$ cat src/pmcc_defines.vh
/*
 * Constants of the power mode clock controller: register offsets,
 * field positions, reset values and mode codes.
 * Assumes it is included by its bare name from the design files.
 */
`ifndef PMCC_DEFINES_VH
`define PMCC_DEFINES_VH

// register offsets on the plain register port
`define PMCC_OFS_CLK      2'h0
`define PMCC_OFS_HOC      2'h1
`define PMCC_OFS_STATUS   2'h2
`define PMCC_OFS_WAKE     2'h3

// system_clock_ctrl fields
`define PMCC_CLK_SEL_HI   7
`define PMCC_CLK_SEL_LO   5
`define PMCC_CLK_HS_KEEP  1
`define PMCC_CLK_LS_KEEP  0
`define PMCC_CLK_RESET    8'h00
`define PMCC_SEL_SUB      3'h7

// hs_osc_control fields
`define PMCC_HOC_FLAG     1
`define PMCC_HOC_EN       0
`define PMCC_HOC_EN_RST   1'b1

// status fields
`define PMCC_ST_PD        0
`define PMCC_ST_TO        1

// port-A wake enable reset value
`define PMCC_WAKE_RESET   8'h00

`endif

$ cat src/pmcc_top.v
/*
 * Power mode clock controller: clock source selection, high-speed
 * oscillator enable and stable flag, halt into sleep or idle, wake-up.
 * Assumes all inputs are synchronous to clk; the oscillators, watchdog
 * counter and interrupt controller sit outside and report by levels.
 */
// Contract
// - enable write clears stable flag, set later
// - oscillator enable bit zero, resets high
// - unused control bits read as zero
// - select code 111 switches to sub clock
// - slow switch completes only when sub stable
// - codes 000-110 return to divided fast clock
// - halt with both keeps low enters sleep
// - halt with low keep only: idle low
// - halt with both keeps: idle both clocks
// - halt with high keep only: idle high
// - halt stops execution, state is kept
// - halt sets powered-down, clears timeout flag
// - halt clears watchdog, resume if enabled
// - wake on port-A fall, interrupt, watchdog
// - clear-watchdog or power-up clears powered-down
// - watchdog wake sets timeout, resets pc/sp only
// - per-pin port-A wake enable, resume after halt
// - disabled or stack full: resume, keep pending
// - enabled and stack free: normal interrupt response
// - interrupt already pending at halt cannot wake
// - wake waits for system oscillator stable
// - select field bits 7-5, reset 000
// - keep bits 1 and 0, reset 0
`timescale 1ns/100ps
`include "pmcc_defines.vh"

module pmcc_top (
   input  wire       clk,
   input  wire       rstn,
   input  wire [1:0] reg_addr,
   input  wire [7:0] reg_wdata,
   input  wire       reg_wr,
   input  wire       reg_rd,
   output reg  [7:0] reg_rdata,
   input  wire       halt_req,
   input  wire       clr_wdt,
   input  wire       wdt_enable,
   input  wire       wdt_overflow,
   input  wire       hs_osc_ready,
   input  wire       ls_osc_ready,
   input  wire       ls_tick,
   input  wire [7:0] porta_in,
   input  wire [7:0] int_req,
   input  wire [7:0] int_enable,
   input  wire       stack_full,
   output wire       hs_osc_on,
   output wire       ls_osc_on,
   output wire       sys_clk_en,
   output wire       hs_clock_en,
   output wire       sub_clk_en,
   output wire       cpu_run,
   output wire       sys_on_sub,
   output wire       wdt_clear,
   output reg        pc_sp_reset,
   output reg        int_service,
   output reg        resume_next,
   output wire [2:0] mode_state
);

   // mode sequencer states; sleep and the idles are the halted ones
   localparam [2:0] ST_RUN       = 3'h0;
   localparam [2:0] ST_SLEEP     = 3'h1;
   localparam [2:0] ST_IDLE_LO   = 3'h2;
   localparam [2:0] ST_IDLE_BOTH = 3'h3;
   localparam [2:0] ST_IDLE_HI   = 3'h4;
   localparam [2:0] ST_WAKE      = 3'h5;
   // reset image of the clock control register, sliced per field
   localparam [7:0] CLK_RST      = `PMCC_CLK_RESET;

   // software-visible state
   reg  [2:0] sel_q;
   reg        hs_keep_q;
   reg        ls_keep_q;
   reg        hs_en_q;
   reg        hs_flag_q;
   reg        pd_q;
   reg        to_q;
   reg  [7:0] wake_en_q;

   // operating state
   reg  [2:0] state_q;
   reg  [2:0] state_d;
   reg        on_sub_q;
   reg  [7:0] porta_q;
   reg  [7:0] int_old_q;
   reg        wake_wdt_q;
   reg        wake_int_q;

   wire       wr_ctl;
   wire       wr_hoc;
   wire       wr_wake;
   wire       halted;
   wire [7:0] porta_fall;
   wire [7:0] int_new;
   wire       wake_any;
   wire       div_tick;
   wire       src_ready;
   wire       hs_needed;

   // one decode used for every write strobe
   function sel_hit;
      input [1:0] addr;
      input [1:0] ofs;
      begin
         sel_hit = (addr == ofs);
      end
   endfunction

   assign wr_ctl  = reg_wr && sel_hit(reg_addr, `PMCC_OFS_CLK);
   assign wr_hoc  = reg_wr && sel_hit(reg_addr, `PMCC_OFS_HOC);
   assign wr_wake = reg_wr && sel_hit(reg_addr, `PMCC_OFS_WAKE);

   // system clock control: select and idle keep bits
   always @(posedge clk or negedge rstn) begin
      if (!rstn) begin
         sel_q     <= CLK_RST[`PMCC_CLK_SEL_HI:`PMCC_CLK_SEL_LO];
         hs_keep_q <= CLK_RST[`PMCC_CLK_HS_KEEP];
         ls_keep_q <= CLK_RST[`PMCC_CLK_LS_KEEP];
      end else if (wr_ctl) begin
         sel_q     <= reg_wdata[`PMCC_CLK_SEL_HI:`PMCC_CLK_SEL_LO];
         hs_keep_q <= reg_wdata[`PMCC_CLK_HS_KEEP];
         ls_keep_q <= reg_wdata[`PMCC_CLK_LS_KEEP];
      end
   end

   // oscillator enable, powers up running
   always @(posedge clk or negedge rstn) begin
      if (!rstn)
         hs_en_q <= `PMCC_HOC_EN_RST;
      else if (wr_hoc)
         hs_en_q <= reg_wdata[`PMCC_HOC_EN];
   end

   // stable flag: an enabling write restarts it, so that write wins
   // over a ready level still high from the previous run
   always @(posedge clk or negedge rstn) begin
      if (!rstn)
         hs_flag_q <= 1'b0;
      else if (wr_hoc && reg_wdata[`PMCC_HOC_EN])
         hs_flag_q <= 1'b0;
      else if (!hs_osc_on || !hs_osc_ready)
         hs_flag_q <= 1'b0;
      else
         hs_flag_q <= 1'b1;
   end

   // per-pin port-A wake enables
   always @(posedge clk or negedge rstn) begin
      if (!rstn)
         wake_en_q <= `PMCC_WAKE_RESET;
      else if (wr_wake)
         wake_en_q <= reg_wdata;
   end

   // powered-down and timeout flags; a halt in the same cycle as a
   // clear-watchdog leaves the flag set, the event is not lost
   always @(posedge clk or negedge rstn) begin
      if (!rstn) begin
         pd_q <= 1'b0;
         to_q <= 1'b0;
      end else begin
         if (state_q == ST_RUN && halt_req)
            pd_q <= 1'b1;
         else if (clr_wdt)
            pd_q <= 1'b0;
         if (state_q == ST_RUN && halt_req)
            to_q <= 1'b0;
         else if (halted && wdt_overflow)
            to_q <= 1'b1;
      end
   end

   // read data stand only in the cycle after the strobe
   always @(posedge clk or negedge rstn) begin
      if (!rstn)
         reg_rdata <= 8'h00;
      else if (!reg_rd)
         reg_rdata <= 8'h00;
      else begin
         case (reg_addr)
            `PMCC_OFS_CLK:
               reg_rdata <= {sel_q, 3'h0, hs_keep_q, ls_keep_q};
            `PMCC_OFS_HOC:
               reg_rdata <= {6'h00, hs_flag_q, hs_en_q};
            `PMCC_OFS_STATUS:
               reg_rdata <= {6'h00, to_q, pd_q};
            `PMCC_OFS_WAKE:
               reg_rdata <= wake_en_q;
            default:
               reg_rdata <= 8'h00;
         endcase
      end
   end

   // wake sources; pins are sampled every cycle so the edge is fresh
   always @(posedge clk or negedge rstn) begin
      if (!rstn)
         porta_q <= 8'hFF;
      else
         porta_q <= porta_in;
   end

   assign porta_fall = porta_q & ~porta_in & wake_en_q;
   // requests already raised at the halt are masked out of wake-up
   assign int_new    = int_req & ~int_old_q;
   assign halted     = (state_q == ST_SLEEP) ||
                       (state_q == ST_IDLE_LO) ||
                       (state_q == ST_IDLE_BOTH) ||
                       (state_q == ST_IDLE_HI);
   assign wake_any   = halted && ((|porta_fall) || (|int_new) ||
                       wdt_overflow);

   // snapshot of pending requests, and the wake cause
   always @(posedge clk or negedge rstn) begin
      if (!rstn) begin
         int_old_q  <= 8'h00;
         wake_wdt_q <= 1'b0;
         wake_int_q <= 1'b0;
      end else begin
         if (state_q == ST_RUN && halt_req)
            int_old_q <= int_req;
         if (wake_any) begin
            wake_wdt_q <= wdt_overflow;
            wake_int_q <= |int_new;
         end
      end
   end

   // the source needed on resume must be stable before running again
   assign src_ready = on_sub_q ? ls_osc_ready : hs_osc_ready;

   // mode sequencer; keep bits are sampled with the halt pulse
   always @* begin
      state_d = state_q;
      case (state_q)
         ST_RUN: begin
            if (halt_req) begin
               case ({hs_keep_q, ls_keep_q})
                  2'b00:   state_d = ST_SLEEP;
                  2'b01:   state_d = ST_IDLE_LO;
                  2'b11:   state_d = ST_IDLE_BOTH;
                  default: state_d = ST_IDLE_HI;
               endcase
            end
         end
         ST_SLEEP, ST_IDLE_LO, ST_IDLE_BOTH, ST_IDLE_HI: begin
            if (wake_any)
               state_d = ST_WAKE;
         end
         ST_WAKE: begin
            if (src_ready)
               state_d = ST_RUN;
         end
         default: state_d = ST_RUN;
      endcase
   end

   always @(posedge clk or negedge rstn) begin
      if (!rstn)
         state_q <= ST_RUN;
      else
         state_q <= state_d;
   end

   // resume pulses in the cycle that running starts again
   always @(posedge clk or negedge rstn) begin
      if (!rstn) begin
         pc_sp_reset <= 1'b0;
         int_service <= 1'b0;
         resume_next <= 1'b0;
      end else if (state_q == ST_WAKE && src_ready) begin
         pc_sp_reset <= wake_wdt_q;
         int_service <= !wake_wdt_q && wake_int_q &&
                        (|(int_req & int_enable)) &&
                        !stack_full;
         // disabled or stack full: plain resume, the request stays
         // pending in the interrupt controller until it can be taken
         resume_next <= !wake_wdt_q &&
                        !(wake_int_q && (|(int_req & int_enable)) &&
                          !stack_full);
      end else begin
         pc_sp_reset <= 1'b0;
         int_service <= 1'b0;
         resume_next <= 1'b0;
      end
   end

   // source switch: move to the sub clock only at its tick once it is stable,
   // back to the fast clock as soon as it is stable; the old source carries on meanwhile
   always @(posedge clk or negedge rstn) begin
      if (!rstn)
         on_sub_q <= 1'b0;
      else if (state_q == ST_RUN) begin
         if (!on_sub_q && sel_q == `PMCC_SEL_SUB &&
             ls_osc_ready && ls_tick)
            on_sub_q <= 1'b1;
         else if (on_sub_q && sel_q != `PMCC_SEL_SUB &&
                  hs_osc_ready)
            on_sub_q <= 1'b0;
      end
   end

   // halted states keep their oscillators as the keep bits say
   assign hs_needed = (state_q == ST_RUN) ?
                      (hs_en_q || !on_sub_q ||
                       sel_q != `PMCC_SEL_SUB) :
                      (state_q == ST_WAKE) ? !on_sub_q :
                      (state_q == ST_IDLE_BOTH) ||
                      (state_q == ST_IDLE_HI);
   assign hs_osc_on = hs_needed;
   // the low oscillator also feeds the watchdog, so it stays up in
   // sleep and idle-high while the watchdog is enabled
   assign ls_osc_on = (state_q == ST_RUN) ||
                      (state_q == ST_WAKE) ||
                      (state_q == ST_IDLE_LO) ||
                      (state_q == ST_IDLE_BOTH) ||
                      wdt_enable;

   // divided high-speed tick; held in reset while on the sub clock
   pmcc_clkdiv u_div (
      .clk  (clk),
      .rstn (rstn),
      .run  (!on_sub_q && state_q == ST_RUN),
      .code (sel_q == `PMCC_SEL_SUB ? 3'h0 : sel_q),
      .tick (div_tick)
   );

   // execution stops at the halt; nothing else is touched, so memory,
   // registers and ports hold their values
   assign cpu_run     = (state_q == ST_RUN);
   assign sys_clk_en  = cpu_run &&
                        (on_sub_q ? ls_tick : div_tick);
   assign sys_on_sub  = on_sub_q;
   assign hs_clock_en = hs_osc_on && hs_osc_ready &&
                        (state_q != ST_IDLE_LO);
   assign sub_clk_en  = ls_tick &&
                        (state_q == ST_RUN ||
                         state_q == ST_IDLE_LO ||
                         state_q == ST_IDLE_BOTH);
   // the halt clears the counter; it counts on only if enabled
   assign wdt_clear   = clr_wdt ||
                        (state_q == ST_RUN && halt_req);
   assign mode_state  = state_q;

endmodule

$ cat src/pmcc_clkdiv.v
/*
 * Divider of the high-speed clock: one-cycle tick every 2^code cycles for codes 0-6, every 64 cycles for code 7.
 * Assumes clk is the high-speed clock and code is stable per period.
 */
`timescale 1ns/100ps

module pmcc_clkdiv (
   input  wire       clk,
   input  wire       rstn,
   input  wire       run,
   input  wire [2:0] code,
   output wire       tick
);

   reg  [5:0] cnt_q;
   reg  [2:0] code_q;
   wire [5:0] limit;

   // terminal count of the latched divide code
   assign limit = (6'h01 << code_q) - 6'h01;
   assign tick  = run && (cnt_q == limit);

   // new ratio taken only at a period end or while stopped, so no runt period appears
   always @(posedge clk or negedge rstn) begin
      if (!rstn) begin
         cnt_q  <= 6'h00;
         code_q <= 3'h0;
      end else if (!run) begin
         cnt_q  <= 6'h00;
         code_q <= code;
      end else if (tick) begin
         cnt_q  <= 6'h00;
         code_q <= code;
      end else begin
         cnt_q  <= cnt_q + 6'h01;
      end
   end

endmodule

$ cat config.mk
export PLATFORM = sky130hd
export DESIGN_NAME = pmcc_top
export DESIGN_NICKNAME = d
export VERILOG_FILES = /design/src/pmcc_top.v /design/src/pmcc_clkdiv.v
export VERILOG_INCLUDE_DIRS = /design/src
export SDC_FILE = /design/constraint.sdc
export NUM_CORES = 1
export LEC_CHECK = 0
export CAP_MARGIN = 10
export CELL_PAD_IN_SITES_DETAIL_PLACEMENT = 1
export CELL_PAD_IN_SITES_GLOBAL_PLACEMENT = 2
export CORE_UTILIZATION = 35
export CTS_CLUSTER_SIZE = 28
export DETAILED_ROUTE_END_ITERATION = 8
export DONT_BUFFER_PORTS = 1
export PLACE_DENSITY = 0.7
export SYNTH_ARGS = -nofsm -noshare
export SYNTH_HDL_FRONTEND = slang
export SYNTH_SLANG_ARGS = --single-unit
export TNS_END_PERCENT = 1
$ cat constraint.sdc
create_clock -name clk -period 1.9 [get_ports clk]
set_input_delay 0.095 -clock clk [delete_from_list [all_inputs] [get_ports clk]]
set_output_delay 0.095 -clock clk [all_outputs]
set_load 0.01 [all_outputs]
### After elaboration in Yosys (flattened, before gate mapping)

Index checks and enable logic that the tools add are counted.

| cells by class | value |
|---|---|
| add/subtract/negate cells | 2 |
| equality and inequality tests | 18 |
| shift operators | 1 |
| mux-type cells | 27 |
| bitwise logic cells | 6 |
| reduce and logical (&&, ||, !) cells | 59 |

Operator list:

| cell | count |
|---|---|
| $and A8 B8 Y8 | 4 |
| $pmux W8 S4 | 1 |
| $logic_and A1 B1 Y1 | 25 |
| $reduce_or A8 Y1 | 3 |
| $mux W3 | 6 |
| $pmux W3 S3 | 2 |
| $logic_or A1 B1 Y1 | 16 |
| $not A8 Y8 | 2 |
| $mux W1 | 15 |
| $mux W6 | 2 |
| $eq A3 B3 Y1 const B | 3 |
| $mux W8 | 1 |
| $ne A2 B2 Y1 const B | 4 |
| $add A6 B1 Y6 const B | 1 |
| $eq A2 B2 Y1 const B | 3 |
| $eq A3 B2 Y1 const B | 2 |
| $eq A6 B6 Y1 | 1 |
| $logic_not A1 Y1 | 6 |
| $reduce_bool A2 Y1 | 3 |
| $shl A1 B3 Y6 const A | 1 |
| $sub A6 B1 Y6 const B | 1 |
| $eq A2 B1 Y1 const B | 2 |
| $logic_not A2 Y1 | 2 |
| $reduce_or A4 Y1 | 1 |
| 6 further kinds | 6 |

| storage, ports and cells | value |
|---|---|
| register bits after elaboration | 59 |
| bits of input ports | 46 |
| output and inout bits | 22 |
| logic and storage cells | 133 |

### Logic depth before layout (Yosys ltp)

Gate-level depths: netlist of run 1.

| logic depth | value |
|---|---|
| word-level depth | 9 |
| gate-level depth with buffers | 7 |
| depth with buffers taken out | 5 |

### By module

Synthesis of run 1 repeated with hierarchy kept, for this count alone.

| unflattened totals | value |
|---|---|
| cell total of the unflattened synthesis | 241 |
| area total of the unflattened synthesis | 2834.0 um2 |

By module, submodules not included:

| module | instances | cells each | area an instance (um2) | seq. area each (um2) |
|---|---|---|---|---|
| pmcc_top | 1 | 193 | 2322.2 | 1262.5 |
| pmcc_clkdiv | 1 | 48 | 511.7 | 225.2 |

### Least setup slack after synthesis of run 1

No wires, ideal clock.

| timing | value |
|---|---|
| kind | register -> register |
| start | reg u_div.code_q[1] |
| end | reg u_div.code_q[2] |
| setup time | 0.125 ns |
| data arrival time | 1.639 ns |
| data required time | 1.775 ns |
| setup slack | 0.136 ns |
| stages on the path, launching flop included | 7 |
| buffers on the path | 1 |
| period minus slack after synthesis | 1.764 ns |
| path through | dfrtp_1 -> buf_6 -> or3b_1 -> a21oi_1 -> a211oi_1 -> o21ai_4 -> mux2_4 |

| on the way | value |
|---|---|
| longest elaborated chain between the ends | 5 |

RTL lines:

| element | RTL line | source |
|---|---|---|
| start, declared | pmcc_clkdiv.v:16 | `reg [2:0] code_q;` |
| start signal, assigned | pmcc_clkdiv.v:30 | `code_q <= code;` |
| start signal, assigned | pmcc_clkdiv.v:33 | `code_q <= code;` |
| $shl A1 B3 Y6 | pmcc_clkdiv.v:20 | `assign limit = (6'h01 << code_q) - 6'h01;` |
| $sub A6 B1 Y6 | pmcc_clkdiv.v:20 |  |
| $eq A6 B6 Y1 | pmcc_clkdiv.v:21 | `assign tick = run && (cnt_q == limit);` |
| $logic_and A1 B1 Y1 | pmcc_clkdiv.v:21 |  |
| $ne A2 B2 Y1 (no line) | - |  |

No other way between the ends.
A chain may end at the register's enable or synchronous reset.

### Worst setup path after layout of run 1

| timing | value |
|---|---|
| start | reg u_div.code_q[1] |
| end | out sys_clk_en |

| on the way | value |
|---|---|
| longest elaborated chain between the ends | 6 |

RTL lines:

| element | RTL line | source |
|---|---|---|
| $shl A1 B3 Y6 | pmcc_clkdiv.v:20 |  |
| $sub A6 B1 Y6 | pmcc_clkdiv.v:20 |  |
| $eq A6 B6 Y1 | pmcc_clkdiv.v:21 |  |
| $logic_and A1 B1 Y1 | pmcc_clkdiv.v:21 |  |
| $mux W1 | pmcc_top.v:339 | `(on_sub_q ? ls_tick : div_tick);` |
| $logic_and A1 B1 Y1 | pmcc_top.v:338 | `assign sys_clk_en = cpu_run &&` |
| end, declared | pmcc_top.v:55 | `output wire sys_clk_en,` |

No other way between the ends.

==> flow_results.org, run 1 <==
** Clock network
- Clock Path Buffers :: 2
- CTS placed an instance of sky130_fd_sc_hd__clkbuf_8 at the clock tree root.
- Clock tree synthesis found a total of 59 sinks.
- Number of CTS-inserted buffers :: 9
- TritonCTS built the clock tree.
- Maximum level of the CTS H-tree :: 3
- Clk Latency, worst-skew pair :: 0.33 ns
- Clock Pin Slew Worst Setup and Hold Paths :: 0.07 ns

** Floorplan
- The core region is 7687 um2.
- Site Rows :: 32
- Die extent in x :: 91.01 um
- Once the floorplan was initialized, standard cells occupied 36.07% of the core.
- Die H :: 91.01 um
- The die covers 8282 um2.
- 68 I/O pins were placed.

** Routing
- Drc violations :: 0
- Total wire length after detailed routing :: 6.704 mm
- Vias per cell :: 5.046
- Once detail routing completed, the nets flagged for antenna violations numbered 0.
- Routed WL per cell :: 17.02 um
- The first detailed-routing pass ran for 4 iterations.
- Via Count :: 1988
- Drt initial violations :: 65

** Worst setup path
- In this run the worst path has a maximum fanout of 8.
- By startpoint and endpoint, the worst setup path is classified as reg -> out.
- Slowest-stage cell, CP :: sky130_fd_sc_hd__dfrtp_2
- The cell that appears most often on the critical path is sky130_fd_sc_hd__a21oi_2.
- The worst register-to-register path ends at u_div.code_q[1]$_DFFE_PN0P_.
- The number of buffers and inverters on the critical path is 0.
- Slack of the worst reg-to-reg path :: 0.08 ns
- In this design, the stage delay of the slowest critical-path cell is 0.47 ns.
- Critical Path, Cell by Cell :: or3b_4 > a21oi_2 > a211oi_2 > or3_1 > a21oi_2
- Req. time, crit path :: 1.80 ns
- The worst setup path is captured at an output pin.
- For the worst flop-to-flop path, the logic depth is 7.
- Reg-to-reg startpoint :: u_div.code_q[1]$_DFFE_PN0P_
- Data arrives at the worst endpoint at 1.97 ns.
- STA classifies the critical path startpoint as a flop.
- The cell family contributing the most delay on the critical path is simple AND/OR/NAND/NOR gates.

** Placed design
- Including well taps, the total number of placed cells is 342.
- RePlAce Congestion :: 0.7143
- DPL Wire Length :: 4.511 mm
- During placement, the flow inserted port buffers numbering 0.
- Before CTS, the worst setup slack after placement is -0.002979 ns.

** Global route
- First-pass GRT wire length :: 11.52 mm
- In the global route stage, overall resource usage came out at 18.10%.
- Largest net degree at the start of global routing :: 60
- Via count of the first global-routing pass :: 2224
- The initial antenna violation count is 0.
- For this run the aggregate overflow at the end of global routing stands at 0.

** Power
- Total power for the finished layout comes to 4.302 mW.
- For this design the static power due to leakage is 1.534 nW.
- Max VDD drop :: 0.5563 mV
- Power per standard cell area :: 1219 nW/um2

** Layout
- The repair_antennas step left the layout with diodes totalling 0.
- For this run, the post-layout net count is 338.
- Multi-input gate area in the final layout :: 1230 um2
- Layout filler cell count :: 849
- Summing all flip-flop and latch instances after layout gives 1491 um2.
- At the end of the flow the core is filled with cells to 45.90%.
- Layout Area Growth over Synthesis :: 27.26%
- In the final layout, the share of cells above drive strength 1 is 25.34%.
- After the flow finishes, the layout carries non-filler instances totaling 394.

** Logic synthesis
- Ranking of synthesized cells by area :: sky130_fd_sc_hd__dfrtp_1 (45%), sky130_fd_sc_hd__dfstp_2 (8.5%), sky130_fd_sc_hd__mux2_2 (6.9%)
- Total of warnings raised by yosys :: 0
- Synthesis produced a netlist with a net count of 289.
- Synth async-reset ratio :: 100.0%
- Yosys instantiated no cell more often than sky130_fd_sc_hd__dfrtp_1.
- Area leader, netlist :: sky130_fd_sc_hd__dfrtp_1
- Distinct cell type count of the synthesized netlist :: 51
- Counting flops with a built-in enable in the synthesized netlist gives 0.
- Counting every instance in the synthesized netlist gives 239.
- Synth Register Bits :: 59
- Sequential-to-total area share from yosys stat :: 53.66%
- Each instance of the synthesized netlist takes up on average 11.60 um2.
- Leading post-synthesis cells by instance count :: sky130_fd_sc_hd__dfrtp_1 (50), sky130_fd_sc_hd__nand2_1 (19), sky130_fd_sc_hd__mux2_2 (17), sky130_fd_sc_hd__o21ai_0 (13), sky130_fd_sc_hd__inv_1 (12)
- Fraction of post-synthesis cell area in the top cell type by area :: 45.13%
- Netlist area before placement :: 2773 um2
- In the synthesized netlist the dominant register cell turns out to be sky130_fd_sc_hd__dfrtp_1.

** Worst hold path
- The startpoint identified for the worst hold timing path is reg_addr[1].
- Hold Path End :: hs_flag_q$_DFF_PN0_
- In this run the worst hold path is classified as in -> reg.
- The worst hold path passes through 2 cells.

** STA
- Transition at the pin with the smallest max-transition slack :: 0.6088 ns
- Final Hold Vio Count :: 0
- On the final layout, the worst clock skew is 0.007428 ns.
- Final setup vio count :: 1
- The worst pin sits at a relative slew slack of 59.33%.
- Setup repair after global routing could not meet its margin everywhere.
- Ratio of final minimum period to clock period :: 108.8%
- Final number of max-transition violations :: 0
- Subtracting the final worst setup slack from the clock period gives 2.068 ns.
- Minimum setup slack in the final design :: -0.1680 ns
- Max Freq :: 483.6 MHz

** Flow run
- Max-cap violations in this run came to 0.

** Outcome
- The final reports fail on negative setup slack.
- Status :: finished with violations
## worst max path at each step
stage                                      from                           to  slack, ns  depth (start not counted)
floorplan           u_div.code_q[1]$_DFFE_PN0P_  u_div.code_q[2]$_DFFE_PN0P_       0.14                          6
global placement    u_div.code_q[1]$_DFFE_PN0P_                   sys_clk_en       0.09                          5
detailed placement  u_div.code_q[1]$_DFFE_PN0P_                   sys_clk_en     -0.003                          5
CTS                 u_div.code_q[1]$_DFFE_PN0P_                   sys_clk_en      -0.19                          5
global route        u_div.code_q[1]$_DFFE_PN0P_                   sys_clk_en      -0.26                          5
finish              u_div.code_q[1]$_DFFE_PN0P_                   sys_clk_en      -0.17                          5
## stage by stage
step	hold WS [ns]	cell area, um2	setup TNS [ns]
after floorplan	-0.2006	2773	0
after detailed placement	-0.1990	2909	-0.002979
after CTS	0.009047	3475	-0.2707
after global routing	0.04404	3528	-0.3228
final	0.03595	3528	-0.1680
after global placement	-0.1991	2909	0
## layout make-up
| cell class | instances | area share (%) |
|---|---|---|
| well taps | 102 | 3.617 |
| multi-input cells | 159 | 34.86 |
| clock inverters | 2 | 0.2837 |
| flip-flops and latches | 59 | 42.27 |
| inverters | 13 | 1.383 |
| clock buffers | 13 | 4.787 |
| repair buffers | 46 | 12.80 |
## repair_timing
action,in CTS,in global routing
resized for setup,7,8
pin swaps,5,5
hold endpoints to repair,103,0
hold buffers,34,0
buffers inserted,1,2
endpoints found under the setup margin,2,8
## layer usage
layer / vias to the layer above / wire [um] / GRT usage [%]
met4: 0 / 107 / 8.333
met2: 43 / 3105 / 27.84
li1: 949 / - / -
met5: - / 0 / 0
met1: 989 / 3233 / 24.58
met3: 7 / 257 / 3.685
## sequential cells by signal, indices dropped and copies added (netlist names), 3 cells and up
signal	count
sel_q	3
u_div.cnt_q	6
reg_rdata	8
wake_en_q	8
int_old_q	8
u_div.code_q	3
mode_state	3
porta_q	8
## report_power, final
| group | internal, mW | switching [mW] | total, mW |
|---|---|---|---|
| clock network | 0.569 | 0.476 | 1.05 |
| logic | 0.723 | 0.687 | 1.41 |
| registers | 1.57 | 0.279 | 1.85 |
| total | 2.86 | 1.44 | 4.30 |
## logic make-up after synthesis
logic type               Yosys count  synth area share (%)
multiplexers                      25                 11.10
XOR/XNOR                           7                 2.211
buffers and inverters             21                 3.880
AND/OR/NAND/NOR                   80                 15.89
AO/OA/AOI/OAI                     43                 11.46
flip-flops                        59                 53.66
adder cells (fa/ha/maj)            4                 1.805
## cell usage in the layout (no fill, tap or decap), types with 3 or more instances in the layout
cell type | netlist | layout
sky130_fd_sc_hd__dfrtp_1 | 50 | 47
sky130_fd_sc_hd__dlygate4sd3_1 | 0 | 33
sky130_fd_sc_hd__nand2_1 | 19 | 19
sky130_fd_sc_hd__mux2_2 | 17 | 17
sky130_fd_sc_hd__inv_1 | 12 | 12
sky130_fd_sc_hd__o21ai_0 | 13 | 12
sky130_fd_sc_hd__clkbuf_8 | 0 | 12
sky130_fd_sc_hd__buf_4 | 1 | 11
sky130_fd_sc_hd__nor2_1 | 10 | 10
sky130_fd_sc_hd__a22oi_1 | 9 | 9
sky130_fd_sc_hd__dfstp_2 | 9 | 9
sky130_fd_sc_hd__nand2b_1 | 8 | 8
sky130_fd_sc_hd__nand3b_1 | 8 | 8
sky130_fd_sc_hd__nand3_1 | 7 | 7
sky130_fd_sc_hd__nor2b_1 | 6 | 6
sky130_fd_sc_hd__xor2_1 | 4 | 4
sky130_fd_sc_hd__and2_1 | 4 | 4
sky130_fd_sc_hd__and3_1 | 4 | 4
sky130_fd_sc_hd__ha_1 | 4 | 4
sky130_fd_sc_hd__xnor2_1 | 3 | 3
sky130_fd_sc_hd__nor3b_1 | 3 | 3
sky130_fd_sc_hd__mux2i_1 | 3 | 3
sky130_fd_sc_hd__dfrtp_2 | 0 | 3
Note: power is estimated with default switching activity, not from simulation.
==> inputs of run 2 (changes only) <==
- CORE_MARGIN: default -> 2
==> run 2 against run 1 <==
Against the previous run: the run still ends with negative setup slack left; worst setup slack better by 0.023 ns; count of clock-buffer cells in the layout is 3 lower; critical path depth stayed put; largest cell class unchanged; cell count is 0.76% higher; sequential power hardly changed; power is 5.5% higher; combinational power hardly changed; sequential cell count stayed put; highest routed layer unchanged; register-to-register slack hardly changed; largest power group unchanged; critical path type unchanged; routed wire length is 1.3% lower.
==> flow_results.org, run 2 (same netlist as run 1, synthesis figures left out) <==
** Global route
- The initial antenna violation count was 0 (unchanged).
- The largest net degree at the start of global routing is 60 (unchanged).
- The global-route wire length before repair was 11.04 mm (-4.1%).
- The number of global-route vias before repair was 2217 (-0.31%).
- The combined global-route utilization of all metal layers is 16.75% (-1.3 points).
- The total global routing overflow is 0 (unchanged).

** Layout
- The core occupancy in the finished layout came to 46.58% (+0.68 points).
- Share of post-route cells with drive strength above 1 :: 26.10% (+0.76 points)
- Layout Area Growth over Synthesis :: 29.15%
- The antenna diode count was 0 (unchanged).
- Net count of the finished layout :: 340 (+0.59%)
- Commonest cells after routing, fill and taps aside :: sky130_fd_sc_hd__dfrtp_1 (48), sky130_fd_sc_hd__dlygate4sd3_1 (33), sky130_fd_sc_hd__nand2_1 (19)
- Leading cell type in the layout, fill and taps excluded :: sky130_fd_sc_hd__dfrtp_1

** Power
- Pleak :: 1.555 nW (+1.4%)
- The switching share of power was 32.32% (-1.2 points).
- The internal power was 3.071 mW (+7.4%).
- Max VDD drop :: 0.5232 mV (-6.0%)
- Switching component of the power :: 1.467 mW (+1.7%)
- Power per standard cell area :: 1267 nW/um2 (+3.9%)
- The total design power came to 4.538 mW (+5.5%).
- Share of total power in sequential cells :: 40.2% (-2.7 points)
- The clock share of power came to 28.5% (+4.2 points).
- The portion of total power attributed to combinational logic came to 31.3% (-1.5 points).

** STA
- The final period utilization was 107.7% (-1.2 points).
- The sum of negative setup slack came to -0.1454 ns (+0.02260 ns).
- The clock period minus final worst setup slack came to 2.045 ns (-0.02260 ns).
- Final Hold Vio Count :: 0 (unchanged)
- The upper clock frequency limit was 488.9 MHz (+1.1%).
- Minimum setup slack in the final design :: -0.1454 ns (+0.02260 ns)
- Fin Clk Skew :: 0.009287 ns (+0.001859 ns)
- The headroom to the max-slew limit came to 63.17% (+3.8 points).
- The pin slew with the least headroom to its limit came to 0.5514 ns (-0.05745 ns).
- The worst hold margin is 0.02392 ns (-0.01204 ns).
- The final count of negative-setup-slack endpoints was 1 (unchanged).
- The number of slew-limit violations in the final report was 0 (unchanged).
- Setup repair after global routing could not meet its margin everywhere.

** Worst setup path
- Req. time, crit path :: 1.80 ns (about the same)
- The data arrival time of the worst path is 1.95 ns (-0.02 ns).
- The worst setup path is of the reg -> out kind.
- The register-to-register setup slack is 0.07 ns (about the same).
- Maximum net fanout on the critical path :: 7 (-1)
- The worst setup path is captured at an output pin.
- The worst setup path is launched from a flop.

** Routing
- The overall via count from detail_route is 2008 (+1.0%).
- Wire length on met2 :: 3.112 mm (+0.23%)
- Number of nets with antenna violations after routing :: 0 (unchanged)
- Detailed-routing wirelength on met1 :: 2.984 mm (-7.7%)
- Highest layer used for signal routing :: met4
- Total wire length after detailed routing :: 6.620 mm (-1.3%)
- Vias per cell :: 5.058 (+0.24%)
- Drt initial violations :: 70 (+7.7%)
- The total length of routed met3 wires was 397 um (+54%).
- The average detailed-routed wire length per instance was 16.68 um (-2.0%).
- The DRC violation count after routing is 0 (unchanged).
- The detailed-router iteration count before antenna repair is 4 (unchanged).

** Clock network
- Clock Pin Slew Worst Setup and Hold Paths :: 0.07 ns (about the same)
- Clock Path Buffers :: 2 (unchanged)
- Number of CTS-inserted buffers :: 9 (unchanged)
- The CTS sink count is 59 (unchanged).
- CTS tree :: yes
- Maximum level of the CTS H-tree :: 3 (unchanged)
- Clk Tree Root Cell :: sky130_fd_sc_hd__clkbuf_8
- The clock insertion delay at the later pin of the skew report is 0.34 ns (about the same).

** Outcome
- Violations in the final reports :: negative setup slack
- The flow ran to the end, but the final reports show violations.

** Floorplan
- Starting Density :: 36.07% (unchanged)
- Core area :: 7687 um2 (unchanged)
- Area enclosed by the die boundary :: 8650 um2 (+4.4%)
- Site Rows :: 32 (unchanged)
- Die extent in x :: 93.01 um (+2.2%)
- The number of placed I/O pins is 68 (unchanged).
- Die H :: 93.01 um (+2.2%)

** Flow run
- The max-cap check violation count was 0 (unchanged).

** Placed design
- IO Port Bufs :: 0 (unchanged)
- DPL Wire Length :: 4.527 mm (+0.34%)
- RePlAce Congestion :: 0.7309 (+2.3%)

** Worst hold path
- In this run the worst hold path is classified as in -> reg.
## run 2: final cells by class
cell class / count / area (um2)
fillers: 833 / 4106
flip-flops and latches: 59 / 1490
multi-input cells: 159 / 1221
repair buffers: 48 / 466.7
clock buffers: 10 / 137.6
well taps: 102 / 127.6
clock inverters: 6 / 88.84
inverters: 13 / 48.80
## run 2: timing repair
item | 4_1_cts | 5_1_grt
pin swaps | 5 | 3
hold buffers | 34 | 0
setup buffers | 3 | 0
setup endpoints to repair | 3 | 5
endpoints found under the hold margin | 103 | 0
resized for setup | 10 | 3
## run 2: final timing paths
kind,from,end,cells after the start
max,u_div.code_q[1]$_DFFE_PN0P_,sys_clk_en,5
min,reg_addr[1],hs_flag_q$_DFF_PN0_,2
max reg2reg,u_div.code_q[1]$_DFFE_PN0P_,u_div.code_q[2]$_DFFE_PN0P_,6
min reg2reg,int_old_q[5]$_DFFE_PN0P_,int_old_q[5]$_DFFE_PN0P_,2
max in group asynchronous,rstn,porta_q[1]$_DFF_PN1_,2
min in group asynchronous,rstn,sel_q[1]$_DFFE_PN0P_,2
## run 2: power groups by stage
stage          Sequential, mW  Combinational [mW]  Clock [mW]
6_report                 1.83                1.42        1.29
5_1_grt                  1.87                1.59        1.38
4_1_cts                  1.82                1.42        1.33
3_5_place_dp             1.84                1.24           0
3_3_place_gp             1.83                1.22           0
2_1_floorplan            1.76                1.00           0
## run 2: worst max-delay path, stage by stage (launching register included)
cell                       delay (ns)
sky130_fd_sc_hd__dfrtp_2         0.45
sky130_fd_sc_hd__or3b_1          0.38
sky130_fd_sc_hd__a21oi_2         0.15
sky130_fd_sc_hd__a211oi_2        0.05
sky130_fd_sc_hd__or3_1           0.38
sky130_fd_sc_hd__a21oi_2         0.20
## run 2: metrics by stage
step                std cells  area (um2)  setup slack, ns
CTS                       397        3570          -0.1801
floorplan                 239        2773           0.1356
global placement          344        2924          0.09874
detailed placement        344        2924          0.05028
finish                    397        3581          -0.1454
global route              397        3581          -0.2292
## run 2: routing by layer
layer  global-route usage [%]  up-vias
met5                        0        -
met4                    7.353        0
met3                    4.110       11
met2                    26.09       50
met1                    22.26      990
li1                         -      957
==> inputs of run 3 (changes only) <==
- SETUP_SLACK_MARGIN: default -> 0.1
==> run 3 against run 2 <==
Against the previous run: combinational power up 3%; clock power hardly changed; core utilization rose by 0.24 points; the flow still finishes with violations (negative setup slack); highest routed layer unchanged; maximum frequency hardly changed; sequential cell count unchanged; clock skew barely moved; critical path depth is the same; register-to-register slack better by 0.02 ns.
==> flow_results.org, run 3 (same netlist as run 1, synthesis figures left out) <==
** Placed design
- The half-perimeter wire length of the detailed placement result came to 4.527 mm (unchanged).
- IO Port Bufs :: 0 (unchanged)
- Standard cell area after detailed placement :: 2924 um2 (unchanged)
- RePlAce Congestion :: 0.7309 (unchanged)

** Power
- Switching component of the power :: 1.483 mW (+1.1%)
- Share of total power in sequential cells :: 39.9% (-0.3 points)
- Design internal power :: 3.097 mW (+0.84%)
- Clock network fraction of design power :: 28.2% (-0.3 points)
- Power per standard cell area :: 1272 nW/um2 (+0.39%)
- Pleak :: 1.564 nW (+0.58%)
- The portion of total power attributed to combinational logic was 31.8% (+0.5 points).
- The maximum resistive drop on vdd is 0.5225 mV (-0.13%).
- The switching share of power came to 32.37% (+0.056 points).

** Floorplan
- The horizontal die dimension is 93.01 um (unchanged).
- Area enclosed by the die boundary :: 8650 um2 (unchanged)
- The die height was 93.01 um (unchanged).
- Starting Density :: 36.07% (unchanged)
- Core area :: 7687 um2 (unchanged)
- I/O pin count :: 68 (unchanged)
- Site Rows :: 32 (unchanged)

** Layout
- Layout Area Growth over Synthesis :: 29.83%
- Net count of the finished layout :: 340 (unchanged)
- The library cell used most frequently in the layout, excluding fill and tap cells, is sky130_fd_sc_hd__dfrtp_1.
- The antenna diode count came to 0 (unchanged).
- Commonest cells after routing, fill and taps aside :: sky130_fd_sc_hd__dfrtp_1 (48), sky130_fd_sc_hd__dlygate4sd3_1 (33), sky130_fd_sc_hd__nand2_1 (19)
- The fraction of final layout cells with drive strength greater than 1 came to 27.46% (+1.4 points).
- Design area :: 3600 um2 (+0.52%)

** Worst setup path
- Endpoint arrival time on the critical path :: 1.95 ns (about the same)
- The number of cells on the worst reg-to-reg path is 6 (unchanged).
- First element of the critical path :: u_div.code_q[1]$_DFFE_PN0P_
- The required time at the worst-slack endpoint was 1.80 ns (about the same).
- WS Path Type :: reg -> out
- STA classifies the critical path endpoint as an output pin.
- Slack of the worst reg-to-reg path :: 0.09 ns (+0.02 ns)
- Reg2Reg Capture Point :: u_div.code_q[2]$_DFFE_PN0P_
- In this run the critical register-to-register path is launched from u_div.code_q[1]$_DFFE_PN0P_.
- STA classifies the critical path startpoint as a flop.
- The critical path ends at sys_clk_en.
- Maximum net fanout on the critical path :: 7 (unchanged)

** STA
- Final number of max-transition violations :: 0 (unchanged)
- The final-report hold violation count came to 0 (unchanged).
- Relative slew slack :: 63.17% (about the same)
- The final period utilization came to 107.6% (about the same).
- The worst hold margin came to 0.006792 ns (-0.01713 ns).
- The sum of negative setup slack was -0.1452 ns (+0.0001670 ns).
- The clock period minus final worst setup slack came to 2.045 ns (-0.0001670 ns).
- The pin slew with the least headroom to its limit was 0.5514 ns (-0.00001955 ns).
- Max Freq :: 488.9 MHz (about the same)
- Final setup vio count :: 1 (unchanged)
- The least setup slack across all paths after layout was -0.1452 ns (+0.0001670 ns).
- Setup repair after global routing could not meet its margin everywhere.
- The clock tree skew after final layout came to 0.009287 ns (+0.00000006000 ns).

** Clock network
- The CTS H-tree depth is 3 (unchanged).
- The clock transition time at the flip-flop clock pins of the worst setup and hold paths was 0.07 ns (about the same).
- The worst-case clock buffer depth came to 2 (unchanged).
- The total CTS buffers came to 9 (unchanged).
- The clock insertion delay at the later pin of the skew report is 0.34 ns (about the same).
- The CTS sink count was 59 (unchanged).
- Clk Tree Root Cell :: sky130_fd_sc_hd__clkbuf_8
- TritonCTS built the clock tree.

** Outcome
- Status :: finished with violations
- The checks that failed: negative setup slack.

** Routing
- Drc violations :: 0 (unchanged)
- The initial detailed-routing violation count came to 79 (+13%).
- Number of nets with antenna violations after routing :: 0 (unchanged)
- Routed WL per cell :: 16.75 um (+0.47%)
- First-pass detailed-route iteration total :: 4 (unchanged)
- Vias per cell :: 5.065 (+0.15%)
- The overall via count from detail_route was 2011 (+0.15%).
- The post-detailed-routing wire length was 6.651 mm (+0.47%).

** Flow run
- Number of maximum-capacitance constraint violations :: 0 (unchanged)

** Global route
- Number of antenna violations at the first check in global routing :: 0 (unchanged)
- The number of global-route vias before repair was 2246 (+1.3%).
- First-pass GRT wire length :: 11.18 mm (+1.3%)
- The combined global-route utilization of all metal layers was 16.98% (+0.22 points).
- The largest net degree at the start of global routing came to 60 (unchanged).
- The total global routing overflow was 0 (unchanged).

** Worst hold path
- The worst hold path stage count is 2 (unchanged).
- The worst hold path belongs to the class in -> reg.
run 3: worst max-delay path: stages, from the launching register on:
cell and delay [ns]:
sky130_fd_sc_hd__dfrtp_2 0.45, sky130_fd_sc_hd__or3b_1 0.38, sky130_fd_sc_hd__a21oi_2 0.15, sky130_fd_sc_hd__a211oi_2 0.05, sky130_fd_sc_hd__or3_1 0.38, sky130_fd_sc_hd__a21oi_2 0.20
run 3: cell type report:
class,count,area [um2]
clock buffer,10,137.6
clock inverter,6,88.84
fill,828,4088
inverter,13,48.80
multi-input combinational,159,1232
sequential,59,1490
tap,102,127.6
timing repair buffer,48,474.2
run 3: layer usage:
metal  part of all wire [%]  GRT usage [%]  routed length, um
met1                     45          22.37               2975
met2                     47          26.75               3150
met3                    6.0          4.110                399
met4                    1.9          7.353                126
met5                      0              0                  0
run 3: stage by stage:
stage | cells | total power, mW | worst slack, ns | utilization (%)
2_1_floorplan | 239 | 2.765 | 0.1356 | -
3_3_place_gp | 344 | 3.049 | 0.09874 | 38.04
3_5_place_dp | 344 | 3.076 | 0.05028 | 38.04
4_1_cts | 397 | 4.633 | -0.1801 | 46.83
5_1_grt | 397 | 4.886 | -0.2292 | 46.83
6_report | 397 | 4.579 | -0.1452 | 46.83
run 3: worst min path at each step:
stage	start	endpoint
after CTS	halt_req	pd_q$_DFFE_PN0P_
after global placement	rstn	u_div.cnt_q[4]$_DFF_PN0_
final	halt_req	pd_q$_DFFE_PN0P_
after floorplan	rstn	hs_flag_q$_DFF_PN0_
after detailed placement	rstn	u_div.cnt_q[4]$_DFF_PN0_
after global routing	halt_req	pd_q$_DFFE_PN0P_
run 3: power groups by stage:
stage | registers, mW | logic, mW | clock network, mW
CTS | 1.83 | 1.48 | 1.33
global placement | 1.83 | 1.22 | 0
floorplan | 1.76 | 1.00 | 0
detailed placement | 1.84 | 1.24 | 0
global route | 1.87 | 1.64 | 1.38
finish | 1.83 | 1.46 | 1.29
run 3: repair_timing:
action,in CTS,in global routing
gates resized for setup,18,2
pin swaps,9,3
setup buffers,3,0
hold buffers,34,0
gates cloned,0,0
hold endpoints to repair,103,0
setup endpoints to repair,8,6
